File: config.mk
export PLATFORM = sky130hd
export DESIGN_NAME = dlm_ctrl
export DESIGN_NICKNAME = d
export VERILOG_FILES = /design/src/core/dlm_ctrl.v /design/src/core/dlm_shift.v /design/src/core/dlm_sync.v
export VERILOG_INCLUDE_DIRS = /design/src /design/src/common
export SDC_FILE = /design/constraint.sdc
export NUM_CORES = 1
export LEC_CHECK = 0
export BUFFER_PORTS_ARGS = -buffer_cell sky130_fd_sc_hd__buf_4
export CELL_PAD_IN_SITES_DETAIL_PLACEMENT = 1
export CELL_PAD_IN_SITES_GLOBAL_PLACEMENT = 1
export CORE_ASPECT_RATIO = 1.75
export CORE_MARGIN = 4
export CORE_UTILIZATION = 46
export CTS_BUF_LIST = sky130_fd_sc_hd__clkbuf_4 sky130_fd_sc_hd__clkbuf_8
export CTS_CLUSTER_SIZE = 24
export DETAILED_ROUTE_END_ITERATION = 10
export PLACE_DENSITY = 0.85
export SETUP_SLACK_MARGIN = 0.4
export SYNTH_ARGS = -nofsm -noshare
export SYNTH_HDL_FRONTEND = slang
export SYNTH_SLANG_ARGS = --single-unit
File: constraint.sdc
create_clock -name i_clk -period 1.9 [get_ports i_clk]
set_input_delay 0.19 -clock i_clk [delete_from_list [all_inputs] [get_ports i_clk]]
set_output_delay 0.19 -clock i_clk [all_outputs]
set_load 0.01 [all_outputs]
File: src/common/dlm_map.vh
// Constants for the load-strobe mask and reset control block
// Functional notes
// - Command 0101 loads mask from DB3 and DB0
// - Mask write ignores channel address bits
// - Mask bits reset to zero
// - Channel B mask DB3, channel A DB0
// - Masked channel ignores load strobe falling edge
// - 0001 writes input; DAC if strobe low
// - 0010 copies input register to DAC
// - 0011 writes input and DAC registers
// - Strobe falling edge loads unmasked DACs
// - Strobe held low ignores mask bits
// - Hardware reset clears to zero/midscale
// - Reset low blocks updates; held cleared
// - Command 0110 performs software reset
// - Power-on reset ignores strobe and reset
// - Power-up level follows reset-level select
// - Command code in DB23..DB20
// - Strobe low 0001 updates at frame end
`ifndef DLM_MAP_VH
`define DLM_MAP_VH
`define DLM_FRAME_BITS 24
`define DLM_CMD_HI 23
`define DLM_CMD_LO 20
`define DLM_ADDR_A 16
`define DLM_ADDR_B 19
`define DLM_DATA_HI 15
`define DLM_DATA_LO 0
`define DLM_MASK_B_BIT 3
`define DLM_MASK_A_BIT 0
`define DLM_CMD_WR_IN 4'h1
`define DLM_CMD_UPD 4'h2
`define DLM_CMD_WR_UPD 4'h3
`define DLM_CMD_MASK 4'h5
`define DLM_CMD_SWRST 4'h6
`define DLM_MASK_RESET 2'h0
`define DLM_ZERO_CODE 16'h0000
`define DLM_MID_CODE 16'h8000
`define DLM_POR_CYCLES 8'h20
`endif

File: src/core/dlm_ctrl.v
// Load-strobe mask, update and reset control of a dual-channel DAC
`timescale 1ns/1ps
`include "dlm_map.vh"
module dlm_ctrl #(
  parameter DATA_W = 16,
  parameter POR_CYCLES = `DLM_POR_CYCLES
) (
  input wire i_clk,
  input wire i_srst,
  input wire i_sclk,
  input wire i_frame_sel_n,
  input wire i_sdin,
  input wire i_load_strobe_pin_n,
  input wire i_hw_reset_n,
  input wire i_reset_level_select,
  output reg [DATA_W-1:0] o_dac_a,
  output reg [DATA_W-1:0] o_dac_b,
  output reg [DATA_W-1:0] o_input_a,
  output reg [DATA_W-1:0] o_input_b,
  output reg [1:0] o_load_strobe_mask,
  output reg o_por_busy
);
  // Pin order in the synchroniser bundle
  localparam P_SCLK = 0;
  localparam P_FRAME = 1;
  localparam P_LDS = 2;
  localparam P_RST = 3;
  localparam P_SEL = 4;
  localparam P_SDIN = 5;

  wire [5:0] pins_async;
  wire [5:0] pins_sync;
  wire [7:0] por_init;
  wire [`DLM_FRAME_BITS-1:0] word;
  wire word_valid;

  reg sclk_d_reg;
  reg frame_d_reg;
  reg lds_d_reg;
  reg [7:0] por_cnt_reg;
  reg [7:0] por_cnt_next;
  reg [DATA_W-1:0] dac_a_next;
  reg [DATA_W-1:0] dac_b_next;
  reg [DATA_W-1:0] in_a_next;
  reg [DATA_W-1:0] in_b_next;
  reg [1:0] mask_next;
  reg por_busy_next;

  wire sclk_rise;
  wire frame_rise;
  wire lds_fall;
  wire lds_low;
  wire rst_low;
  wire [3:0] cmd;
  wire sel_a;
  wire sel_b;
  wire [DATA_W-1:0] data;
  wire [DATA_W-1:0] clear_code;

  // Reset code chosen by the level select pin
  function [DATA_W-1:0] reset_code;
    input sel;
    begin
      if (sel) begin
        reset_code = `DLM_MID_CODE;
      end else begin
        reset_code = `DLM_ZERO_CODE;
      end
    end
  endfunction

  assign por_init = POR_CYCLES[7:0];
  // Data goes through the same two flops so it stays aligned with sclk
  assign pins_async = {i_sdin, i_reset_level_select, i_hw_reset_n,
                       i_load_strobe_pin_n, i_frame_sel_n, i_sclk};

  // Idle-high pins start high so no false edge appears after reset
  dlm_sync #(
    .WIDTH(6),
    .INIT(6'h0E)
  ) u_sync (
    .i_clk(i_clk),
    .i_srst(i_srst),
    .i_async(pins_async),
    .o_sync(pins_sync)
  );

  assign sclk_rise = pins_sync[P_SCLK] & ~sclk_d_reg;
  assign frame_rise = pins_sync[P_FRAME] & ~frame_d_reg;
  assign lds_fall = ~pins_sync[P_LDS] & lds_d_reg;
  assign lds_low = ~pins_sync[P_LDS];
  assign rst_low = ~pins_sync[P_RST];

  dlm_shift #(
    .BITS(`DLM_FRAME_BITS)
  ) u_shift (
    .i_clk(i_clk),
    .i_srst(i_srst),
    .i_sclk_rise(sclk_rise),
    .i_frame_low(~pins_sync[P_FRAME]),
    .i_frame_rise(frame_rise),
    .i_sdin(pins_sync[P_SDIN]),
    .o_word(word),
    .o_word_valid(word_valid)
  );

  assign cmd = word[`DLM_CMD_HI:`DLM_CMD_LO];
  assign sel_a = word[`DLM_ADDR_A];
  assign sel_b = word[`DLM_ADDR_B];
  assign data = word[`DLM_DATA_HI:`DLM_DATA_LO];
  assign clear_code = reset_code(pins_sync[P_SEL]);

  always @* begin
    dac_a_next = o_dac_a;
    dac_b_next = o_dac_b;
    in_a_next = o_input_a;
    in_b_next = o_input_b;
    mask_next = o_load_strobe_mask;
    por_cnt_next = por_cnt_reg;
    por_busy_next = o_por_busy;
    if (o_por_busy) begin
      // Strobe and hardware reset pins are not looked at here
      // Outputs track the select pin until power-up ends
      dac_a_next = clear_code;
      dac_b_next = clear_code;
      in_a_next = clear_code;
      in_b_next = clear_code;
      por_cnt_next = por_cnt_reg - 8'h01;
      if (por_cnt_reg == 8'h01) begin
        por_busy_next = 1'b0;
      end
    end else if (rst_low) begin
      // Held cleared and frozen while reset is low
      dac_a_next = clear_code;
      dac_b_next = clear_code;
      in_a_next = clear_code;
      in_b_next = clear_code;
    end else begin
      // Unmasked channels follow the strobe edge; a masked channel
      // sees the pin as high
      if (lds_fall && !o_load_strobe_mask[0]) begin
        dac_a_next = o_input_a;
      end
      if (lds_fall && !o_load_strobe_mask[1]) begin
        dac_b_next = o_input_b;
      end
      if (word_valid) begin
        case (cmd)
          `DLM_CMD_WR_IN: begin
            // Strobe held low updates the DAC too, mask ignored
            if (sel_a) begin
              in_a_next = data;
              if (lds_low) begin
                dac_a_next = data;
              end
            end
            if (sel_b) begin
              in_b_next = data;
              if (lds_low) begin
                dac_b_next = data;
              end
            end
          end
          `DLM_CMD_UPD: begin
            if (sel_a) begin
              dac_a_next = o_input_a;
            end
            if (sel_b) begin
              dac_b_next = o_input_b;
            end
          end
          `DLM_CMD_WR_UPD: begin
            if (sel_a) begin
              in_a_next = data;
              dac_a_next = data;
            end
            if (sel_b) begin
              in_b_next = data;
              dac_b_next = data;
            end
          end
          `DLM_CMD_MASK: begin
            // Address bits and DB2..DB1 play no part
            mask_next = {word[`DLM_MASK_B_BIT], word[`DLM_MASK_A_BIT]};
          end
          `DLM_CMD_SWRST: begin
            // Back to the power-on code and default mask
            dac_a_next = clear_code;
            dac_b_next = clear_code;
            in_a_next = clear_code;
            in_b_next = clear_code;
            mask_next = `DLM_MASK_RESET;
          end
          default: begin
            mask_next = o_load_strobe_mask;
          end
        endcase
      end
    end
  end

  always @(posedge i_clk) begin
    if (i_srst) begin
      sclk_d_reg <= 1'b0;
      frame_d_reg <= 1'b1;
      lds_d_reg <= 1'b1;
      por_cnt_reg <= por_init;
      o_por_busy <= 1'b1;
      o_dac_a <= `DLM_ZERO_CODE;
      o_dac_b <= `DLM_ZERO_CODE;
      o_input_a <= `DLM_ZERO_CODE;
      o_input_b <= `DLM_ZERO_CODE;
      o_load_strobe_mask <= `DLM_MASK_RESET;
    end else begin
      sclk_d_reg <= pins_sync[P_SCLK];
      frame_d_reg <= pins_sync[P_FRAME];
      lds_d_reg <= pins_sync[P_LDS];
      por_cnt_reg <= por_cnt_next;
      o_por_busy <= por_busy_next;
      o_dac_a <= dac_a_next;
      o_dac_b <= dac_b_next;
      o_input_a <= in_a_next;
      o_input_b <= in_b_next;
      o_load_strobe_mask <= mask_next;
    end
  end
endmodule

File: src/core/dlm_shift.v
// Serial frame shifter: collects bits on link clock rising edges
`timescale 1ns/1ps
`include "dlm_map.vh"
module dlm_shift #(
  parameter BITS = `DLM_FRAME_BITS
) (
  input wire i_clk,
  input wire i_srst,
  input wire i_sclk_rise,
  input wire i_frame_low,
  input wire i_frame_rise,
  input wire i_sdin,
  output reg [BITS-1:0] o_word,
  output reg o_word_valid
);
  reg [BITS-1:0] shift_reg;
  always @(posedge i_clk) begin
    if (i_srst) begin
      shift_reg <= {BITS{1'b0}};
      o_word <= {BITS{1'b0}};
      o_word_valid <= 1'b0;
    end else begin
      o_word_valid <= 1'b0;
      if (i_frame_low && i_sclk_rise) begin
        shift_reg <= {shift_reg[BITS-2:0], i_sdin};
      end
      // Last 24 bits shifted in form the word
      if (i_frame_rise) begin
        o_word <= shift_reg;
        o_word_valid <= 1'b1;
      end
    end
  end
endmodule

File: src/core/dlm_sync.v
// Two-flop synchroniser for a bundle of asynchronous levels
`timescale 1ns/1ps
module dlm_sync #(
  parameter WIDTH = 4,
  parameter [WIDTH-1:0] INIT = {WIDTH{1'b0}}
) (
  input wire i_clk,
  input wire i_srst,
  input wire [WIDTH-1:0] i_async,
  output reg [WIDTH-1:0] o_sync
);
  reg [WIDTH-1:0] meta_reg;
  always @(posedge i_clk) begin
    if (i_srst) begin
      meta_reg <= INIT;
      o_sync <= INIT;
    end else begin
      meta_reg <= i_async;
      o_sync <= meta_reg;
    end
  end
endmodule

; Word-level counts from Yosys, hierarchy flattened
; Cells that the tools add are included.
[totals]
register_bits = 139
latch_bits = 0
mem_bits_rw = 0
rom_bits = 0
output_inout_bits = 67
memories = 0
[op_classes]
n_addsub = 1
n_mul = 0
div = 0
n_lt_le_gt_ge = 0
n_eq_ne = 10
shift = 0
mux = 33
bitwise_logic = 8
n_reduce_logical = 10
[ops]
columns = cell, count
row1 = 2-to-1 mux 16 bit, 25
row2 = case mux 16 bit (4 select lines), 2
row3 = case mux 16 bit (2 select lines), 2
row4 = "== test 4 x 2 -> 1 bit, second input constant", 2
row5 = "== test 4 x 3 -> 1 bit, second input constant", 2
row6 = "== test 8 x 1 -> 1 bit, second input constant", 1
row7 = "inequality test 4 x 3 -> 1 bit, second input constant", 2
row8 = "subtractor 8 x 1 -> 8 bit, second input constant", 1
row9 = AND reduction 3 bit, 2
row10 = NOT 1 bit, 5
row11 = "== test 4 x 1 -> 1 bit, second input constant", 1
row12 = "inequality test 4 bit, second input constant", 1
row13 = case mux 2 bit (2 select lines), 1
row14 = AND reduction 4 bit, 1
row15 = AND 1 bit, 3
row16 = logical AND 1 bit, 3
row17 = 2-to-1 mux 1 bit, 3
row18 = "inequality test 3 x 2 -> 1 bit, second input constant", 1
row19 = logical NOT 1 bit, 2
row20 = nonzero test 2 bit, 1
row21 = OR reduction 2 bit, 1

; Depth between registers and ports, before layout
[logic_depth]
ltp_word = 10
mapped_depth = 7
mapped_depth_nobuf = 6

; By module
; From an unflattened synthesis, not the netlist that was laid out.
[unflattened]
cells_unflattened = 626
hier_area_um2 = 6271.0
[by_module_without_submodules]
columns = mod, instances, cells_each, area_each_um2
row1 = dlm_ctrl, 1, 442, 4124.0
row2 = dlm_shift, 1, 159, 1819.2
row3 = dlm_sync, 1, 25, 327.8

; Least setup slack after synthesis
; Ideal clock, no wire load.
[synth_path]
path_type = flip-flop to flip-flop
start = register por_cnt_reg[2]
end = register o_por_busy
arrival_ns = 1.541
required_ns = 1.786
slack_ns = 0.245
stages_incl_launch_ff = 4
path_buffers = 0
synth_period_minus_slack_ns = 1.655
cell_sequence = dfxtp_1 > or4_4 > or4b_1 > a21o_1
[synth_via]
elab_chain_len = 3
[synth_lines]
columns = item, line_no
row1 = start: declaration, dlm_ctrl.v:40  ; reg [7:0] por_cnt_reg;
row2 = start signal: assignment, dlm_ctrl.v:207  ; por_cnt_reg <= por_init;
row3 = start signal: assignment, dlm_ctrl.v:218  ; por_cnt_reg <= por_cnt_next;
row4 = == test 8 x 1 -> 1 bit, dlm_ctrl.v:129  ; if (por_cnt_reg == 8'h01) begin
row5 = 2-to-1 mux 1 bit, dlm_ctrl.v:129
row6 = 2-to-1 mux 1 bit, dlm_ctrl.v:121  ; if (o_por_busy) begin
row7 = end signal: assignment, dlm_ctrl.v:219  ; o_por_busy <= por_busy_next;
row8 = end: declaration, dlm_ctrl.v:21  ; output reg o_por_busy
; Every way passes these cells.
; A chain may end at the register's enable or synchronous reset.

; Final worst setup path
[layout_path]
start = register u_shift.o_word[22]
end = register o_dac_a[2]
[layout_via]
elab_chain_len = 5
word_cells_on_any_way = 8
cone_classes = eq/ne (4) / mux (4)
[layout_lines]
columns = item, line_no
row1 = start: declaration, dlm_shift.v:13  ; output reg [BITS-1:0] o_word,
row2 = start signal: assignment, dlm_shift.v:20  ; o_word <= {BITS{1'b0}};
row3 = start signal: assignment, dlm_shift.v:29  ; o_word <= shift_reg;
row4 = "== test 4 x 3 -> 1 bit, or another cell as far along", dlm_ctrl.v:148  ; case (cmd)
row5 = case mux 16 bit (4 select lines) *, dlm_ctrl.v:148
row6 = 2-to-1 mux 16 bit *, dlm_ctrl.v:147  ; if (word_valid) begin
row7 = 2-to-1 mux 16 bit *, dlm_ctrl.v:132  ; end else if (rst_low) begin
row8 = 2-to-1 mux 16 bit *, dlm_ctrl.v:121
row9 = end signal: assignment, dlm_ctrl.v:209  ; o_dac_a <= `DLM_ZERO_CODE;
row10 = end signal: assignment, dlm_ctrl.v:220  ; o_dac_a <= dac_a_next;
row11 = end: declaration, dlm_ctrl.v:16  ; output reg [DATA_W-1:0] o_dac_a,
; Mark *: on every way between the ends. The rest lies on a longest branch, timed or not.

==> flow_metrics.py <==
metrics = {
    "layout": {
        "n_antenna_cell": 0,
        "area_delta_synth_final_pct": 40.2,
        "nets": 748,
        "largest_register_ffs": 24,
        "drive_above_1_share_pct": 33.9,
        "final_cells": 915,
    },
    "critical_path": {
        "regToRegSetupSlack_ns": 0.16,
        "cp_data_required_time_ns": 2.23,
        "crit_path_cell_trace": "nand2_1 > nand4_1 > buf_4 > buf_12 > o21ai_0 > a221oi_1",
        "slowest_delay_ns": 0.39,
        "critPathCaptureType": "register",
        "r2r_cells": 6,
        "crit_start": "u_shift.o_word[22]",
        "cp_slowest_cell": "dfxtp_4",
        "cp_max_fo": 15,
        "worstSetupPathType": "register to register",
        "r2r-start": "u_shift.o_word[22]",
        "crit_end": "o_dac_a[2]",
        "start_kind": "register",
        "worstPathArrival_ns": 2.07,
        "r2r-end": "o_dac_a[2]",
    },
    "placed_design": {
        "post-place-ws_ns": 0.193,
        "portBuffers": 74,
        "gp_congestion": 0.876,
        "dpl.cell_count": 832,
        "dp_hpwl_mm": 11.7,
    },
    "floorplanning": {
        "fp.dieW_um": 92.4,
        "coreArea_um2": 12100,
        "num_io_pins": 75,
        "initial_core_util_pct": 47.2,
        "fp.dieH_um": 156,
        "num_rows": 53,
        "dieArea_um2": 14400,
    },
    "pwr": {
        "powerDensity_nw_per_um2": 810,
        "p_total_uw": 6520,
        "total_leakage_power_uw": 0.00288,
        "max-vdd-ir-drop_mv": 0.718,
    },
    "logic_synthesis": {
        "synthesis.nets": 635,
        "synth.top_cell.area_share_pct": 47.8,
        "yosys_warnings": 0,
        "ys_top_cells_by_area": "dfxtp_1 48%, nand2_1 6.2%, mux2i_1 5.9%",
        "synth_common_cells": "137 x dfxtp_1, 95 x nand2_1, 53 x a21oi_1, 42 x clkbuf_1, 37 x nand3b_1",
        "avgSynthCellArea_um2": 9.17,
        "yosysMostFrequentCell": "dfxtp_1",
        "syn_inst": 625,
        "yosysSeqAreaShare_pct": 47.8,
        "synth_top_area_cell": "dfxtp_1",
        "synth_area_um2": 5730,
        "synth_edf_count": 0,
        "synth-main-ff-cell": "dfxtp_1",
        "ys_types": 41,
        "synthArstFlopShare_pct": 0,
        "synth-seq-cells": 137,
    },
    "sta": {
        "report.final.slew_viol_count": 0,
        "setup_tns_ns": 0,
        "max_freq_mhz": 576,
        "min_period_ns": 1.74,
        "finalClockSkew_ns": 0.0191,
        "max_slew.worst_pin.slew_ns": 0.480,
        "period_share_pct": 91.4,
        "grt_setup_unrepaired": "yes",
        "finalWorstSetupSlack_ns": 0.163,
        "max-slew-margin-rel_pct": 68.0,
        "hold_viol_final": 0,
        "setup_viol": 0,
    },
    "drt": {
        "drt_first_pass_iters": 6,
        "avgViaCountPerCell": 6.86,
        "via_count": 6280,
        "drc_errors": 0,
        "ant_nets": 0,
        "drt_iter0_drc": 715,
        "wl_per_cell_um": 31.5,
        "wirelength_mm": 28.8,
    },
    "global_routing": {
        "antenna_found_initial": 0,
        "grt_pass1_vias": 6235,
        "grtUsageTotal_pct": 32.3,
        "grt_pass1_wl_mm": 35.5,
        "overflow": 0,
        "grt_max_degree": 44,
    },
    "run": {
        "maxCapViolCount": 0,
    },
    "cts": {
        "root_buffer": "clkbuf_8",
        "numCtsBuffers": 17,
        "clock_latency_ns": 0.48,
        "cts_tree": "done",
        "clock_sinks": 137,
        "path_clk_slew_ns": 0.09,
        "cts_buffer_depth": 2,
        "cts_max_level": 4,
    },
    "status": {
        "status": "complete, no violations",
    },
    "worst_hold_path": {
        "hp-start": "i_srst",
        "hold_class": "input pin to register",
    },
}
-- layout make-up --
class	count	area [um^2]
clock buffer	19	255
clock inverter	12	199
fill	1262	4100
inverter	2	7.51
multi-input combinational	432	3120
sequential	137	2770
tap	165	206
timing repair buffer	148	1490
-- metrics by stage --
step | util [%] | instance area (um^2) | hold WS, ns
3_3_place_gp | 53.6 | 6510 | 0.374
2_1_floorplan | - | 5750 | 0.294
6_report | 66.3 | 8040 | 0.264
5_1_grt | 66.3 | 8040 | 0.269
3_5_place_dp | 53.6 | 6510 | 0.381
4_1_cts | 61.7 | 7490 | 0.235
-- kinds of logic (layout without fill, tap and decap cells) --
group                    Yosys count  after routing  synth area share, %
multiplexers                      34             34                 5.94
adder cells (fa/ha/maj)            2              2                0.436
buffers and inverters             57            181                 4.17
AND/OR/NAND/NOR                  200            201                 18.3
AO/OA/AOI/OAI                    189            189                 22.4
flip-flops                       137            137                 47.8
XOR/XNOR                           6              6                0.917
-- metal layers --
metal	track usage [%]	vias up	share of wire, %
li1	-	2506	-
met1	32.2	3091	34
met2	55.8	478	50
met3	8.16	205	7.7
met4	26.2	0	8.9
met5	0	-	0
-- worst min-delay path by stage --
stage / endpoint / slack, ns / depth (start not counted)
finish: u_sync.meta_reg[4] / 0.26 / 3
global route: por_cnt_reg[4] / 0.27 / 3
CTS: por_cnt_reg[3] / 0.24 / 3
detailed placement: u_sync.meta_reg[1] / 0.38 / 2
global placement: u_sync.meta_reg[3] / 0.37 / 2
floorplan: u_sync.meta_reg[1] / 0.29 / 1
-- cells in the final DEF, fill, tap and decap left out, drive strengths merged, types with 2 or more instances in the layout --
cell type / instances
mux2i: 34
a22o: 30
ha: 2
or2: 11
o21ai: 32
and2: 3
or3: 2
nor2: 16
bufinv: 5
clkinv: 3
a21oi: 53
inv: 2
buf: 139
dfxtp: 137
nand3b: 37
nand2: 95
a221oi: 32
a32oi: 3
nand4: 3
o211ai: 30
nor2b: 11
dlygate4sd3: 6
xnor2: 4
and4: 2
nor3: 3
clkbuf: 22
xor2: 2
nand2b: 11
a21o: 2
clkinvlp: 4
o22ai: 4
-- report_power, final --
part / internal, uW / total [uW] / switching (uW)
registers: 2940 / 3030 / 87.7
logic: 276 / 596 / 320
clock network: 1600 / 2890 / 1290
total: 4820 / 6520 / 1700
-- timing repair --
action / in CTS / in global routing
setup buffers: 18 / 18
endpoints found under the hold margin: 6 / 0
hold buffers: 6 / 0
gates resized for setup: 39 / 92
pin swaps: 10 / 60
gates cloned: 6 / 4
setup endpoints to repair: 68 / 69
-- critical path: cells and delay by family (launching register included) --
family	cells	cell delay [ns]
AOI/OAI and AO/OA	2	0.41
DFF	1	0.39
buffers and inverters	2	0.37
and+or+nand+nor	2	0.42
(Power assumes the default switching activity.)
